==> config.mk <==
export PLATFORM = sky130hd
export DESIGN_NAME = pcc_config_regs
export DESIGN_NICKNAME = d
export VERILOG_FILES = /design/src/core/pcc_config_regs.v
export VERILOG_INCLUDE_DIRS = /design/src /design/src/core
export SDC_FILE = /design/constraint.sdc
export NUM_CORES = 1
export LEC_CHECK = 0
export ABC_AREA = 1
export ABC_CLOCK_PERIOD_IN_PS = 3600
export BUFFER_PORTS_ARGS = -buffer_cell sky130_fd_sc_hd__buf_2
export CAP_MARGIN = 10
export CORE_MARGIN = 2
export CORE_UTILIZATION = 50
export CTS_CLUSTER_DIAMETER = 30
export DETAILED_ROUTE_END_ITERATION = 12
export PLACE_DENSITY_LB_ADDON = 0.12
export SETUP_SLACK_MARGIN = 0.05
export SYNTH_ARGS = -nofsm -noshare
export SYNTH_HDL_FRONTEND = slang
export SYNTH_SLANG_ARGS = --single-unit
export TNS_END_PERCENT = 50
==> constraint.sdc <==
create_clock -name sys_clk -period 3.6 [get_ports sys_clk]
set_clock_uncertainty 0.2 [all_clocks]
set_input_delay 0.72 -clock sys_clk [delete_from_list [all_inputs] [get_ports sys_clk]]
set_output_delay 0.72 -clock sys_clk [all_outputs]
set_load 0.05 [all_outputs]
==> src/core/pcc_map.vh <==
/*
 holds register offsets, reset values and command codes of the pulse
 counter configuration bank; assumes a modbus frontend that delivers
 decoded 16-bit register reads and writes by register index.
*/
`ifndef PCC_MAP_VH
`define PCC_MAP_VH
`define PCC_REG_ENC_LO 8'h10
`define PCC_REG_ENC_HI 8'h11
`define PCC_REG_CHA_LO 8'h20
`define PCC_REG_CHA_HI 8'h21
`define PCC_REG_CHB_LO 8'h22
`define PCC_REG_CHB_HI 8'h23
`define PCC_REG_PPR_A 8'h28
`define PCC_REG_PPR_B 8'h29
`define PCC_REG_CLEAR 8'h43
`define PCC_REG_PPR_ENC 8'h48
`define PCC_REG_SAVE 8'h50
`define PCC_REG_PULLUP 8'h51
`define PCC_REG_RESTORE 8'h58
`define PCC_REG_ENC_SPEED 8'h64
`define PCC_RST_PPR_CH 16'h003C
`define PCC_RST_PPR_ENC 16'h03E8
`define PCC_RST_SAVE 16'h0001
`define PCC_RST_PULLUP 16'h0000
`define PCC_RST_ZERO 16'h0000
`define PCC_CNT_ZERO 32'h00000000
`define PCC_CLR_ENC 16'h000A
`define PCC_CLR_CHA 16'h0014
`define PCC_CLR_CHB 16'h0015
`define PCC_CLR_BOTH 16'h0016
`define PCC_RESTORE_KEY 16'hFF00
`define PCC_MODE_ENC 1'b0
`endif

==> src/core/pcc_config_regs.v <==
/*
 configuration and clear-command registers of the pulse counter.
 assumes the modbus frontend and the counting logic share sys_clk;
 reg_wr and reg_rd are one-cycle strobes with a register index.
*/
`timescale 1ns/100ps
`include "pcc_map.vh"
module pcc_config_regs (
	sys_clk,
	sys_rst,
	reg_wr,
	reg_rd,
	reg_addr,
	reg_wdata,
	reg_rdata,
	reg_rvalid,
	op_mode,
	enc_count,
	cha_count,
	chb_count,
	enc_speed_in,
	clr_enc,
	clr_cha,
	clr_chb,
	ppr_cha,
	ppr_chb,
	ppr_enc,
	autosave_en,
	pullup_en,
	restart_req
);
	input sys_clk;
	input sys_rst;
	input reg_wr;
	input reg_rd;
	input [7:0] reg_addr;
	input [15:0] reg_wdata;
	output [15:0] reg_rdata;
	output reg_rvalid;
	input op_mode;
	input [31:0] enc_count;
	input [31:0] cha_count;
	input [31:0] chb_count;
	input [15:0] enc_speed_in;
	output clr_enc;
	output clr_cha;
	output clr_chb;
	output [15:0] ppr_cha;
	output [15:0] ppr_chb;
	output [15:0] ppr_enc;
	output autosave_en;
	output pullup_en;
	output restart_req;

	reg [15:0] ppr_cha_ff;
	reg [15:0] ppr_chb_ff;
	reg [15:0] ppr_enc_ff;
	reg [15:0] save_ff;
	reg [15:0] pullup_ff;
	reg [15:0] clear_ff;
	reg [15:0] restore_ff;
	reg clr_enc_ff;
	reg clr_cha_ff;
	reg clr_chb_ff;
	reg restart_ff;
	reg [15:0] rdata_ff;
	reg rvalid_ff;
	reg [15:0] nxt_rdata;
	reg nxt_clr_enc;
	reg nxt_clr_cha;
	reg nxt_clr_chb;
	wire wr_clear;
	wire do_restore;
	wire [31:0] enc_live;
	wire [31:0] cha_live;
	wire [31:0] chb_live;

	assign wr_clear = reg_wr && (reg_addr == `PCC_REG_CLEAR);
	assign do_restore = reg_wr && (reg_addr == `PCC_REG_RESTORE) &&
		(reg_wdata == `PCC_RESTORE_KEY);

	// a count with its clear pending reads zero, the counter zeroes next edge
	assign enc_live = clr_enc_ff ? `PCC_CNT_ZERO : enc_count;
	assign cha_live = clr_cha_ff ? `PCC_CNT_ZERO : cha_count;
	assign chb_live = clr_chb_ff ? `PCC_CNT_ZERO : chb_count;

	// clear code decode; undefined codes fire no strobe
	always @* begin
		nxt_clr_enc = 1'b0;
		nxt_clr_cha = 1'b0;
		nxt_clr_chb = 1'b0;
		if (wr_clear) begin
			if (reg_wdata == `PCC_CLR_ENC) begin
				nxt_clr_enc = 1'b1;
			end else if (reg_wdata == `PCC_CLR_CHA) begin
				nxt_clr_cha = 1'b1;
			end else if (reg_wdata == `PCC_CLR_CHB) begin
				nxt_clr_chb = 1'b1;
			end else if (reg_wdata == `PCC_CLR_BOTH) begin
				nxt_clr_cha = 1'b1;
				nxt_clr_chb = 1'b1;
			end
		end
	end

	// clear strobes, one cycle
	always @(posedge sys_clk) begin
		if (sys_rst) begin
			clr_enc_ff <= 1'b0;
			clr_cha_ff <= 1'b0;
			clr_chb_ff <= 1'b0;
		end else begin
			clr_enc_ff <= nxt_clr_enc;
			clr_cha_ff <= nxt_clr_cha;
			clr_chb_ff <= nxt_clr_chb;
		end
	end

	// clear command holds the code one cycle, then self-returns to zero
	always @(posedge sys_clk) begin
		if (sys_rst) begin
			clear_ff <= `PCC_RST_ZERO;
		end else if (wr_clear) begin
			clear_ff <= reg_wdata;
		end else begin
			clear_ff <= `PCC_RST_ZERO;
		end
	end

	// configuration registers, factory restore reloads defaults
	always @(posedge sys_clk) begin
		if (sys_rst || do_restore) begin
			ppr_cha_ff <= `PCC_RST_PPR_CH;
			ppr_chb_ff <= `PCC_RST_PPR_CH;
			ppr_enc_ff <= `PCC_RST_PPR_ENC;
			save_ff <= `PCC_RST_SAVE;
			pullup_ff <= `PCC_RST_PULLUP;
			restore_ff <= `PCC_RST_ZERO;
		end else if (reg_wr) begin
			if (reg_addr == `PCC_REG_PPR_A) begin
				ppr_cha_ff <= reg_wdata;
			end else if (reg_addr == `PCC_REG_PPR_B) begin
				ppr_chb_ff <= reg_wdata;
			end else if (reg_addr == `PCC_REG_PPR_ENC) begin
				ppr_enc_ff <= reg_wdata;
			end else if (reg_addr == `PCC_REG_SAVE) begin
				save_ff <= reg_wdata;
			end else if (reg_addr == `PCC_REG_PULLUP) begin
				pullup_ff <= reg_wdata;
			end else if (reg_addr == `PCC_REG_RESTORE) begin
				restore_ff <= reg_wdata;
			end
		end
	end

	// restart pulse in the same cycle that the restore loads the defaults
	always @(posedge sys_clk) begin
		if (sys_rst) begin
			restart_ff <= 1'b0;
		end else begin
			restart_ff <= do_restore;
		end
	end

	// read mux; live counts read directly so clears show at once
	always @* begin
		nxt_rdata = `PCC_RST_ZERO;
		if (reg_addr == `PCC_REG_ENC_LO) begin
			nxt_rdata = enc_live[15:0];
		end else if (reg_addr == `PCC_REG_ENC_HI) begin
			nxt_rdata = enc_live[31:16];
		end else if (reg_addr == `PCC_REG_CHA_LO) begin
			nxt_rdata = cha_live[15:0];
		end else if (reg_addr == `PCC_REG_CHA_HI) begin
			nxt_rdata = cha_live[31:16];
		end else if (reg_addr == `PCC_REG_CHB_LO) begin
			nxt_rdata = chb_live[15:0];
		end else if (reg_addr == `PCC_REG_CHB_HI) begin
			nxt_rdata = chb_live[31:16];
		end else if (reg_addr == `PCC_REG_PPR_A) begin
			nxt_rdata = ppr_cha_ff;
		end else if (reg_addr == `PCC_REG_PPR_B) begin
			nxt_rdata = ppr_chb_ff;
		end else if (reg_addr == `PCC_REG_CLEAR) begin
			nxt_rdata = clear_ff;
		end else if (reg_addr == `PCC_REG_PPR_ENC) begin
			nxt_rdata = ppr_enc_ff;
		end else if (reg_addr == `PCC_REG_SAVE) begin
			nxt_rdata = save_ff;
		end else if (reg_addr == `PCC_REG_PULLUP) begin
			nxt_rdata = pullup_ff;
		end else if (reg_addr == `PCC_REG_RESTORE) begin
			nxt_rdata = restore_ff;
		end else if (reg_addr == `PCC_REG_ENC_SPEED) begin
			if (op_mode == `PCC_MODE_ENC) begin
				nxt_rdata = enc_speed_in;
			end
		end
	end

	always @(posedge sys_clk) begin
		if (sys_rst) begin
			rdata_ff <= `PCC_RST_ZERO;
			rvalid_ff <= 1'b0;
		end else begin
			rvalid_ff <= reg_rd;
			if (reg_rd) begin
				rdata_ff <= nxt_rdata;
			end
		end
	end

	assign reg_rdata = rdata_ff;
	assign reg_rvalid = rvalid_ff;
	assign clr_enc = clr_enc_ff;
	assign clr_cha = clr_cha_ff;
	assign clr_chb = clr_chb_ff;
	assign ppr_cha = ppr_cha_ff;
	assign ppr_chb = ppr_chb_ff;
	assign ppr_enc = ppr_enc_ff;
	assign autosave_en = save_ff[0];
	assign pullup_en = pullup_ff[0];
	assign restart_req = restart_ff;
endmodule

After elaboration in Yosys (flattened, before gate mapping)
Cells that the tools add are included.

Register bits after elaboration: 133. Input port bits: 141. Output and inout port bits: 71.

Eq/ne operators: 19. Multiplexer cells: 23. Bitwise logic cells: 6. Reduce and logical (&&, ||, !) cells: 13.

Operator list (count): 2-to-1 mux 16 bit (15); 2-to-1 mux 32 bit (3); equality test 16 x 5 -> 1 bit (second input constant) (3); equality test 8 x 6 -> 1 bit (second input constant) (6); equality test 8 x 7 -> 1 bit (second input constant) (6); equality test 16 bit (second input constant) (1); equality test 16 x 4 -> 1 bit (second input constant) (1); equality test 8 x 5 -> 1 bit (second input constant) (2); AND reduction 7 bit (1); inverter 1 bit (6); AND reduction 6 bit (1); 2-to-1 mux 1 bit (5); AND reduction 5 bit (1); AND reduction 4 bit (1); OR reduction 4 bit (1); logical AND 1 bit (3); AND reduction 3 bit (1); OR reduction 3 bit (1); AND reduction 2 bit (1); OR reduction 2 bit (1); logical OR 1 bit (1).

Depth between registers and ports, before layout
Gate-level depths: netlist (run 1).

Depth after elaboration: 15. Gate-level depth with buffers: 15. Gate-level depth less buffers: 15.

Worst setup path before layout (run 1)
OpenSTA, ideal clock, no wires.

Path type: input-to-reg. Start point: input port reg_addr[0]. End point: register rdata_ff[11] (netlist: reg_rdata[11]). Arrival: 1.998 ns. Required time: 3.344 ns. Path slack: 1.346 ns. Stages on the path: 11. Path through: buf_6 nor2_4 nand3_4 or4_4 buf_6 buf_8 o21ai_1 inv_1 nand4_1 nand2_1 inv_1.

Longest elaborated chain between the ends: 15.

Ends and longest elaborated chain: start, declared (line pcc_config_regs.v:36) `input [7:0] reg_addr;`; equality test 8 x 7 -> 1 bit (no line); 2-to-1 mux 16 bit (line pcc_config_regs.v:194) `` end else if (reg_addr == `PCC_REG_ENC_SPEED) begin ``; 2-to-1 mux 16 bit (line pcc_config_regs.v:192) `` end else if (reg_addr == `PCC_REG_RESTORE) begin ``; 2-to-1 mux 16 bit (line pcc_config_regs.v:190) `` end else if (reg_addr == `PCC_REG_PULLUP) begin ``; 2-to-1 mux 16 bit (line pcc_config_regs.v:188) `` end else if (reg_addr == `PCC_REG_SAVE) begin ``; 2-to-1 mux 16 bit (line pcc_config_regs.v:186) `` end else if (reg_addr == `PCC_REG_PPR_ENC) begin ``; 2-to-1 mux 16 bit (line pcc_config_regs.v:184) `` end else if (reg_addr == `PCC_REG_CLEAR) begin ``; 2-to-1 mux 16 bit (line pcc_config_regs.v:182) `` end else if (reg_addr == `PCC_REG_PPR_B) begin ``; 2-to-1 mux 16 bit (line pcc_config_regs.v:180) `` end else if (reg_addr == `PCC_REG_PPR_A) begin ``; 2-to-1 mux 16 bit (line pcc_config_regs.v:178) `` end else if (reg_addr == `PCC_REG_CHB_HI) begin ``; 2-to-1 mux 16 bit (line pcc_config_regs.v:176) `` end else if (reg_addr == `PCC_REG_CHB_LO) begin ``; 2-to-1 mux 16 bit (line pcc_config_regs.v:174) `` end else if (reg_addr == `PCC_REG_CHA_HI) begin ``; 2-to-1 mux 16 bit (line pcc_config_regs.v:172) `` end else if (reg_addr == `PCC_REG_CHA_LO) begin ``; 2-to-1 mux 16 bit (line pcc_config_regs.v:170) `` end else if (reg_addr == `PCC_REG_ENC_HI) begin ``; 2-to-1 mux 16 bit (*) (line pcc_config_regs.v:168) `` if (reg_addr == `PCC_REG_ENC_LO) begin ``; end signal, assigned (line pcc_config_regs.v:203) `` rdata_ff <= `PCC_RST_ZERO; ``; end signal, assigned (line pcc_config_regs.v:208) `rdata_ff <= nxt_rdata;`; end, declared (line pcc_config_regs.v:66) `reg [15:0] rdata_ff;`.

Every way passes the cells marked *; elsewhere a longest branch is shown, timed or not. A chain may end at the register's enable or synchronous reset.

Worst setup path in the final report (run 1)
Start point: input port reg_addr[6]. End point: register save_ff[12].

Longest elaborated chain between the ends: 4.

Ends and longest elaborated chain: equality test 8 x 7 -> 1 bit (no line); logical AND 1 bit (2 in a row) (line pcc_config_regs.v:79) `` assign do_restore = reg_wr && (reg_addr == `PCC_REG_RESTORE) && ``; logical OR 1 bit (line pcc_config_regs.v:132) `if (sys_rst || do_restore) begin`; end signal, assigned (line pcc_config_regs.v:136) `` save_ff <= `PCC_RST_SAVE; ``; end signal, assigned (line pcc_config_regs.v:147) `save_ff <= reg_wdata;`; end, declared (line pcc_config_regs.v:58) `reg [15:0] save_ff;`.

Parallel ways exist; a longest one is shown, timed or not.

==> results of run 1 <==
[kinds of logic (layout without fill, tap and decap cells)]
group	count (synthesis)	in the layout	share of synthesized area, %
other	0	1	0
AOI/OAI and AO/OA	185	185	14.6
and+or+nand+nor	516	516	33.4
buffers and inverters	231	437	13.9
DFF	133	133	38.2
[placed cells by master, fill, tap and decap left out, types with 2 or more instances in the layout]
cell type,count
nand2_2,9
nand3_1,71
nor2_2,4
clkbuf_8,3
nor4_1,3
buf_2,211
clkinvlp_4,2
dfxtp_1,133
a211oi_1,16
nor2_1,161
nand3b_1,5
clkbuf_1,4
nand2_1,202
o21ai_0,53
clkinv_1,2
a21oi_1,75
nor3_4,2
clkbuf_16,17
a2111oi_0,2
nor2_4,4
o21ai_1,23
buf_4,17
nor4_4,2
bufinv_16,4
or2_2,3
nand4_1,46
inv_2,10
o211ai_1,15
inv_1,166
[through the flow]
step | cells | hold slack (ps)
5_1_grt | 1451 | 271
4_1_cts | 1451 | 253
6_report | 1452 | 254
2_1_floorplan | 1065 | 229
3_3_place_gp | 1420 | 241
3_5_place_dp | 1420 | 244
[power groups by stage]
stage | Sequential [mW] | Combinational, mW | Clock (mW)
after floorplan | 1.56 | 0.127 | 0
after global placement | 1.52 | 0.305 | 0
after detailed placement | 1.52 | 0.306 | 0
after CTS | 1.49 | 0.308 | 1.86
after global routing | 1.49 | 0.340 | 1.93
final | 1.49 | 0.311 | 1.85
[sequential cells by signal (all words and copies together), names as in the netlist, 16 cells and up]
name,cells
ppr_chb,16
save_ff,16
restore_ff,16
pullup_ff,16
ppr_enc,16
reg_rdata,16
clear_ff,16
ppr_cha,16
[layer usage]
| metal | global-route usage, % | vias to the layer above | wire (um) |
|---|---|---|---|
| li1 | - | 3805 | - |
| met1 | 43.9 | 3465 | 10200 |
| met2 | 49.5 | 388 | 10700 |
| met3 | 6.84 | 57 | 2100 |
| met4 | 12.8 | 0 | 867 |
| met5 | 0 | - | 0 |
[final timing paths]
kind,cells past startpoint,endpoint,slack [ps]
worst min-delay path,2,restore_ff[14]$_SDFFE_PP0P_,250
worst max-delay path,11,save_ff[12]$_SDFFE_PP0P_,820
worst max register to register,10,reg_rdata[12]$_SDFFE_PP0P_,1830
worst min register to register,2,restore_ff[14]$_SDFFE_PP0P_,250
[worst max-delay path, stage by stage]
cell	delay, ps
buf_2	90
inv_1	40
nand2_1	150
nor2_2	110
nand3_1	300
inv_1	140
nor3_1	290
nand2_1	140
inv_1	590
o21ai_0	180
a21oi_1	170
[final cells by class]
class | instances | share of cell area, %
multi-input cells | 701 | 38.4
flip-flops and latches | 133 | 30.6
repair buffers | 228 | 13.6
clock buffers | 24 | 5.53
clock inverters | 7 | 1.65
diodes | 1 | 0.0287
well taps | 180 | 2.59
inverters | 178 | 7.67
==> results.py, run 1 <==
metrics = {
    "power": {
        "p_leak_nw": 4.22,
        "pwr-share-seq_pct": 40.8,
        "peakVddDrop_mv": 0.401,
        "switchingPower_mw": 0.854,
        "powerDensity_mw_per_mm2": 420,
        "combPwrFrac_pct": 8.5,
        "intPower_mw": 2.80,
        "p_sw_share_pct": 23.4,
        "clkPwrFrac_pct": 50.7,
        "total_power_mw": 3.65,
    },
    "worst_setup_path": {
        "worstSetupPathType": "primary input to register",
        "crit_required_ps": 3740,
        "critPathLaunchType": "primary input",
        "cp.arrival_ps": 2920,
        "crit_start": "reg_addr[6]",
        "reg2reg_from": "restore_ff[12]$_SDFFE_PP0P_",
        "end_kind": "register",
        "path_max_fanout": 30,
    },
    "grt": {
        "antenna_found_initial": 1,
        "grtUsageTotal_pct": 32.1,
        "overflow": 0,
        "grt_max_degree": 64,
        "grt_pass1_wl_um": 36300,
        "grt_pass1_vias": 6852,
    },
    "sta": {
        "rsz0062_at_grt": "false",
        "drv_slew": 0,
        "hold_viol": 0,
        "worst_pin_slew_ps": 974,
        "slew_headroom_pct": 35.0,
        "fin_crit_ps": 2780,
        "period_share_pct": 77.3,
        "setup_slack_ps": 816,
        "timing.setup.tns_ps": 0,
        "fmax_mhz": 359,
        "setup_violations": 0,
    },
    "placement": {
        "routabilityCongestion": 0.927,
        "dp_slack_ps": 447,
        "numPortBuffers": 211,
        "dpl_cell_area_mm2": 0.00808,
        "dp_hpwl_um": 17700,
    },
    "cts": {
        "clk_latency_ps": 420,
        "clock_path_buffers": 2,
        "cts_resized": 0,
        "h-tree-depth": 4,
        "post_cts_buffers": 0,
        "holdBufCountCts": 0,
        "cts_sinks": 133,
        "cts_buffers": 17,
        "clkTransAtPathRegs_ps": 50,
        "root_buffer": "clkbuf_16",
        "tritoncts": "done",
    },
    "drt": {
        "routedWlPerCell_um": 16.4,
        "drc": 0,
        "routed_wl_um": 23800,
        "drt_iter0_markers": 665,
        "routed-via-count": 7715,
        "postRouteAntennaNets": 0,
        "vias_per_cell": 5.31,
        "drt_pass1_iterations": 7,
    },
    "final_layout": {
        "fillers": 1331,
        "fin_area_mm2": 0.00871,
        "multiInputGateArea_mm2": 0.00334,
        "area_delta_synth_final_pct": 25.0,
        "drive_above_1_share_pct": 23.0,
        "fin_nets": 1400,
        "seqCellArea_mm2": 0.00266,
        "utilization_pct": 63.2,
    },
    "floorplanning": {
        "die_h_um": 122,
        "core_area_mm2": 0.0138,
        "die-area_mm2": 0.0149,
        "initial_core_util_pct": 50.6,
        "die_w_um": 122,
        "io_pins": 212,
        "rows": 43,
    },
    "synthesis": {
        "synth_common_cells": "nand2_1, inv_1, nor2_1, dfxtp_1, a21oi_1",
        "yosysWarnings": 0,
        "synth.distinct_cells": 34,
        "yosys.cell_count.top_type": "nand2_1",
        "yosys-top-cells-area": "dfxtp_1, nand2_1, inv_1, nor2_1, a21oi_1",
        "ys_ff_latch": 133,
        "synth-edff-count": 0,
        "synth_nets": 1206,
        "synthFlopType": "dfxtp_1",
        "yosysTopAreaCellShare_pct": 38.2,
        "async_flop_share_pct": 0,
        "synthCells": 1065,
        "syn-cell-area_mm2": 0.00697,
        "yosysSeqAreaShare_pct": 38.2,
        "yosysTopAreaCell": "dfxtp_1",
        "synth.avg_cell_area_um2": 6.54,
    },
    "hold_path": {
        "hp-class": "register to register",
        "hp-start": "restore_ff[14]$_SDFFE_PP0P_",
    },
    "status": {
        "status": "complete, no violations",
    },
    "flow_run": {
        "drv_cap": 0,
    },
}
Power figures use the tool's default switching activity.
==> run 2, diff against run 1 <==
Settings changed: ABC_AREA 1 to 0, ABC_CLOCK_PERIOD_IN_PS 3600 to 2560, CORE_UTILIZATION 50 to 47.
Clock period 3.6 ns to 2.56 ns, I/O delays scaled along.
==> run 2 against run 1 <==
Critical path depth down 4. Cell count decreased by 9.1%. Sequential share of layout area decreased by 2.4 points. Critical endpoint is now reg_rdata[2]$_SDFFE_PP0P_. Highest routed layer unchanged.
==> results.py, run 2 <==
metrics = {
    "final_layout": {
        "drive_above_1_share_pct": 32.1,
        "multiInputGateArea_mm2": 0.00411,
        "seqCellArea_mm2": 0.00266,
        "fin_nets": 1260,
        "diodes": 0,
        "final_cell_mix": "buf_2, nand2_1, dfxtp_1",
        "utilization_pct": 62.6,
        "fillers": 1395,
        "area_delta_synth_final_pct": 31.3,
        "mostFrequentLayoutCell": "buf_2",
    },
    "sta": {
        "worst_pin_slew_ps": 619,
        "fin_crit_ps": 2360,
        "hold_viol": 0,
        "slew_headroom_pct": 58.4,
        "fmax_mhz": 424,
        "period_share_pct": 92.1,
        "rsz0062_at_grt": "false",
        "setup_violations": 0,
        "drv_slew": 0,
        "timing.setup.tns_ps": 0,
    },
    "worst_setup_path": {
        "path_max_fanout": 14,
        "critPathSlowestCell": "or4b_4",
        "cp.arrival_ps": 2450,
        "crit_start": "reg_addr[0]",
        "critPathLaunchType": "primary input",
        "crit_chain": "buf_2, or4b_4, o21ai_1, a22oi_1, o31ai_1, buf_4, a211oi_1",
        "cp_top_family": "compound AO/OA/AOI/OAI gates",
        "crit_required_ps": 2660,
        "cp.depth": 7,
        "crit_end": "reg_rdata[2]$_SDFFE_PP0P_",
        "worst-path-buf-inv": 2,
        "cpPeakStageDelay_ps": 620,
        "rr_endpoint": "reg_rdata[6]$_SDFFE_PP0P_",
        "end_kind": "register",
        "worst_r2r_path_depth": 6,
        "worstSetupPathType": "primary input to register",
        "reg2reg_from": "clr_chb$_SDFF_PP0_",
        "r2r_slack_ps": 500,
    },
    "drt": {
        "wl_met2_um": 13200,
        "drc": 0,
        "postRouteAntennaNets": 0,
        "drt_iter0_markers": 707,
        "routedWlPerCell_um": 21.1,
        "met1_length_um": 11200,
        "routed_wl_um": 27800,
        "vias_per_cell": 5.94,
        "top_layer": "met4",
        "drt_pass1_iterations": 5,
        "routed-via-count": 7837,
        "route.met3.wl_um": 2270,
    },
    "flow_run": {
        "drv_cap": 0,
    },
    "synthesis": {
        "syn-cell-area_mm2": 0.00719,
        "synth_common_cells": "nand2_1, dfxtp_1, a21oi_1, nor2_1, buf_2",
        "yosys.cell_count.top_type": "nand2_1",
        "yosysSeqAreaShare_pct": 37.0,
        "synthFlopType": "dfxtp_1",
        "synth.distinct_cells": 68,
        "yosysWarnings": 0,
        "yosys-top-cells-area": "dfxtp_1, nand2_1, mux2i_1, a21oi_1, buf_2",
        "async_flop_share_pct": 0,
        "synthCells": 885,
        "synth.avg_cell_area_um2": 8.12,
        "yosysTopAreaCell": "dfxtp_1",
        "yosysTopAreaCellShare_pct": 37.0,
        "ys_ff_latch": 133,
        "synth_nets": 1026,
        "synth-edff-count": 0,
    },
    "floorplanning": {
        "die_w_um": 128,
        "core_area_mm2": 0.0151,
        "initial_core_util_pct": 47.6,
        "rows": 45,
        "io_pins": 212,
        "die-area_mm2": 0.0163,
        "die_h_um": 128,
    },
    "hold_path": {
        "hp-class": "primary input to register",
    },
    "placement": {
        "numPortBuffers": 211,
        "routabilityCongestion": 0.970,
        "dp_hpwl_um": 21000,
    },
    "cts": {
        "tritoncts": "done",
        "clock_path_buffers": 2,
        "clk_latency_ps": 420,
        "holdBufCountCts": 0,
        "cts_sinks": 133,
        "cts_buffers": 17,
        "post_cts_buffers": 0,
        "h-tree-depth": 4,
        "root_buffer": "clkbuf_16",
        "clkTransAtPathRegs_ps": 60,
        "cts_resized": 0,
    },
    "grt": {
        "antenna_found_initial": 0,
        "overflow": 0,
        "grt_pass1_vias": 7221,
        "grt_max_degree": 29,
        "grt_pass1_wl_um": 41200,
        "grtUsageTotal_pct": 33.4,
    },
    "power": {
        "intPower_mw": 3.81,
        "clkPwrFrac_pct": 47.2,
        "pwr-share-seq_pct": 41.1,
        "combPwrFrac_pct": 11.7,
        "powerDensity_mw_per_mm2": 541,
        "peakVddDrop_mv": 0.445,
        "p_leak_nw": 4.05,
        "total_power_mw": 5.10,
        "switchingPower_mw": 1.29,
        "p_sw_share_pct": 25.4,
    },
    "status": {
        "status": "complete, no violations",
    },
}
## run 2: final cells by class
type	count	share of cell area (%)
clock inverter	7	0.729
sequential	133	28.2
tap	188	2.49
timing repair buffer	299	19.5
clock buffer	25	5.46
inverter	2	0.0795
multi-input combinational	666	43.5
## run 2: cells by family after synthesis
logic type	after synthesis	synth area share [%]
xor+xnor	1	0.122
flops	133	37.0
compound gates	258	24.5
mux	52	7.33
buf+inv	86	5.95
simple gates	355	25.0
## run 2: worst min path at each step
stage,startpoint,to,cells past startpoint
floorplan,pullup_ff[5]$_SDFFE_PP0P_,pullup_ff[5]$_SDFFE_PP0P_,2
global placement,pullup_ff[12]$_SDFFE_PP0P_,pullup_ff[12]$_SDFFE_PP0P_,2
detailed placement,pullup_ff[12]$_SDFFE_PP0P_,pullup_ff[12]$_SDFFE_PP0P_,2
CTS,reg_wdata[14],restore_ff[14]$_SDFFE_PP0P_,3
global route,reg_wdata[14],restore_ff[14]$_SDFFE_PP0P_,3
finish,reg_wdata[14],restore_ff[14]$_SDFFE_PP0P_,3
## run 2: through the flow
step                      worst slack [ps]  std cells  hold WS (ps)  instance area [um^2]
after floorplan                        175        885           232                  7190
after global placement                -146       1288           240                  8850
after detailed placement              -177       1288           244                  8850
after CTS                              272       1320           224                  9440
after global routing                   140       1320           233                  9440
final                                  202       1320           243                  9440
## run 2: worst reg2reg max path: stages (launching register included)
cell     delay, ps
dfxtp_1        380
nor3_2          80
and3_1         220
buf_12         150
a32o_1         270
o41ai_1        480
o21ai_1        140
## run 2: power groups by stage
stage,logic (mW),clock network (mW),registers [mW]
after global routing,0.629,2.52,2.10
after global placement,0.586,0,2.14
after floorplan,0.245,0,2.19
final,0.595,2.41,2.10
after detailed placement,0.585,0,2.14
after CTS,0.589,2.41,2.10
## run 2: routing by layer
layer	GRT usage, %	vias up
met5	0	-
met4	16.1	0
met2	55.3	413
li1	-	3676
met1	42.4	3680
met3	5.80	68
==> run 3, diff against run 2 <==
Settings changed: MAX_ROUTING_LAYER set to met4.
==> run 3 against run 2 <==
Global-route usage is 0.88 points higher. Setup slack worse by 44 ps. Critical path type unchanged. Critical endpoint unchanged. Routed wire length is 0.13% higher. Critical path depth stayed put. Flip-flop and latch count stayed put. Via count is 0.22% lower. Largest cell class unchanged. Maximum frequency is 1.8% lower.
==> results.py, run 3 (synthesized netlist as in run 2, its figures left out) <==
metrics = {
    "sta": {
        "drv_slew": 0,
        "setup_slack_ps": 159,
        "worst_pin_slew_ps": 622,
        "fmax_mhz": 416,
        "hold_viol": 0,
        "fin_crit_ps": 2400,
        "slew_headroom_pct": 58.2,
        "period_share_pct": 93.8,
        "rsz0062_at_grt": "false",
        "setup_violations": 0,
    },
    "power": {
        "powerDensity_mw_per_mm2": 548,
        "peakVddDrop_mv": 0.488,
        "intPower_mw": 3.89,
        "combPwrFrac_pct": 11.6,
        "p_leak_nw": 4.05,
        "p_sw_share_pct": 25.0,
        "clkPwrFrac_pct": 48.0,
        "pwr-share-seq_pct": 40.4,
        "switchingPower_mw": 1.30,
    },
    "floorplanning": {
        "die_h_um": 128,
        "die_w_um": 128,
        "die-area_mm2": 0.0163,
        "io_pins": 212,
        "initial_core_util_pct": 47.6,
        "rows": 45,
        "core_area_mm2": 0.0151,
    },
    "drt": {
        "routedWlPerCell_um": 21.1,
        "routed_wl_um": 27800,
        "routed-via-count": 7820,
        "drc": 0,
        "vias_per_cell": 5.93,
        "drt_pass1_iterations": 6,
        "postRouteAntennaNets": 0,
        "drt_iter0_markers": 718,
    },
    "cts": {
        "holdBufCountCts": 0,
        "post_cts_buffers": 0,
        "cts_sinks": 133,
        "root_buffer": "clkbuf_16",
        "tritoncts": "done",
        "clkTransAtPathRegs_ps": 60,
        "clk_latency_ps": 430,
        "h-tree-depth": 4,
        "clock_path_buffers": 2,
        "cts_resized": 0,
        "cts_buffers": 17,
    },
    "worst_setup_path": {
        "end_kind": "register",
        "path_max_fanout": 14,
        "cp.arrival_ps": 2500,
        "critPathLaunchType": "primary input",
        "worstSetupPathType": "primary input to register",
        "crit_required_ps": 2660,
    },
    "grt": {
        "grt_pass1_wl_um": 40800,
        "antenna_found_initial": 1,
        "grt_pass1_vias": 7105,
        "grtUsageTotal_pct": 34.3,
        "grt_max_degree": 28,
        "overflow": 0,
    },
    "status": {
        "status": "complete, no violations",
    },
    "final_layout": {
        "fin_area_mm2": 0.00947,
        "final_cell_mix": "buf_2, nand2_1, dfxtp_1",
        "area_delta_synth_final_pct": 31.8,
        "drive_above_1_share_pct": 31.8,
        "mostFrequentLayoutCell": "buf_2",
        "final_cells": 1318,
        "fin_nets": 1258,
    },
    "placement": {
        "dpl_cell_area_mm2": 0.00888,
        "numPortBuffers": 211,
        "dp_cells": 1286,
        "routabilityCongestion": 0.989,
        "dp_hpwl_um": 21100,
        "dp_slack_ps": -215,
    },
    "hold_path": {
        "hp-class": "primary input to register",
    },
    "flow_run": {
        "drv_cap": 0,
    },
}
==> run 3: cell types whose count changed in the layout (fill, tap and decap cells not counted) <==
cell and delta:
buf_12 +3, clkinvlp_4 +1, clkbuf_8 -4, diode_2 +1
clkinv_4 -1, clkbuf_1 +1, buf_4 -5, bufinv_16 +2
==> run 3: area by class of cell <==
cell class              count  area [um^2]
fillers                  1350         5620
multi-input cells         666         4110
flip-flops and latches    133         2660
repair buffers            297         1860
clock buffers              22          464
well taps                 188          235
clock inverters             9          128
inverters                   2         7.51
diodes                      1         2.50
==> run 3: worst max-delay path: stages <==
cell	delay [ps]
buf_2	240
or4b_4	610
o21ai_1	190
a22oi_1	180
o31ai_1	510
buf_4	200
a211oi_1	60
==> run 3: path summary, 6_finish.rpt <==
kind                              from                         end  slack, ps  cells after the start
min reg2reg  pullup_ff[7]$_SDFFE_PP0P_   pullup_ff[7]$_SDFFE_PP0P_        250                      2
max                        reg_addr[0]   reg_rdata[2]$_SDFFE_PP0P_        160                      7
max reg2reg         clr_enc$_SDFF_PP0_  reg_rdata[11]$_SDFFE_PP0P_        540                      5
min                      reg_wdata[14]  pullup_ff[14]$_SDFFE_PP0P_        240                      3
==> run 3: metal layers <==
| layer | GRT usage (%) | share of wire [%] |
|---|---|---|
| met1 | 41.6 | 41 |
| met3 | 4.92 | 7.6 |
| met2 | 57.4 | 48 |
| met5 | - | 0 |
| met4 | 14.2 | 3.5 |
==> run 3: metrics by stage <==
step | setup TNS [ps] | hold slack (ps) | util, % | power (mW)
finish | 0 | 243 | 62.8 | 5.19
detailed placement | -373 | 244 | 58.8 | 2.73
floorplan | 0 | 232 | - | 2.44
global placement | -354 | 238 | 58.8 | 2.73
CTS | 0 | 233 | 62.8 | 5.19
global route | 0 | 234 | 62.8 | 5.30
==> run 3: power by group through the flow <==
stage               clock (mW)  combinational [mW]  sequential [mW]
floorplan                    0               0.245             2.19
global placement             0               0.592             2.14
detailed placement           0               0.591             2.14
CTS                       2.49               0.594             2.10
global route              2.57               0.634             2.10
finish                    2.49               0.603             2.10
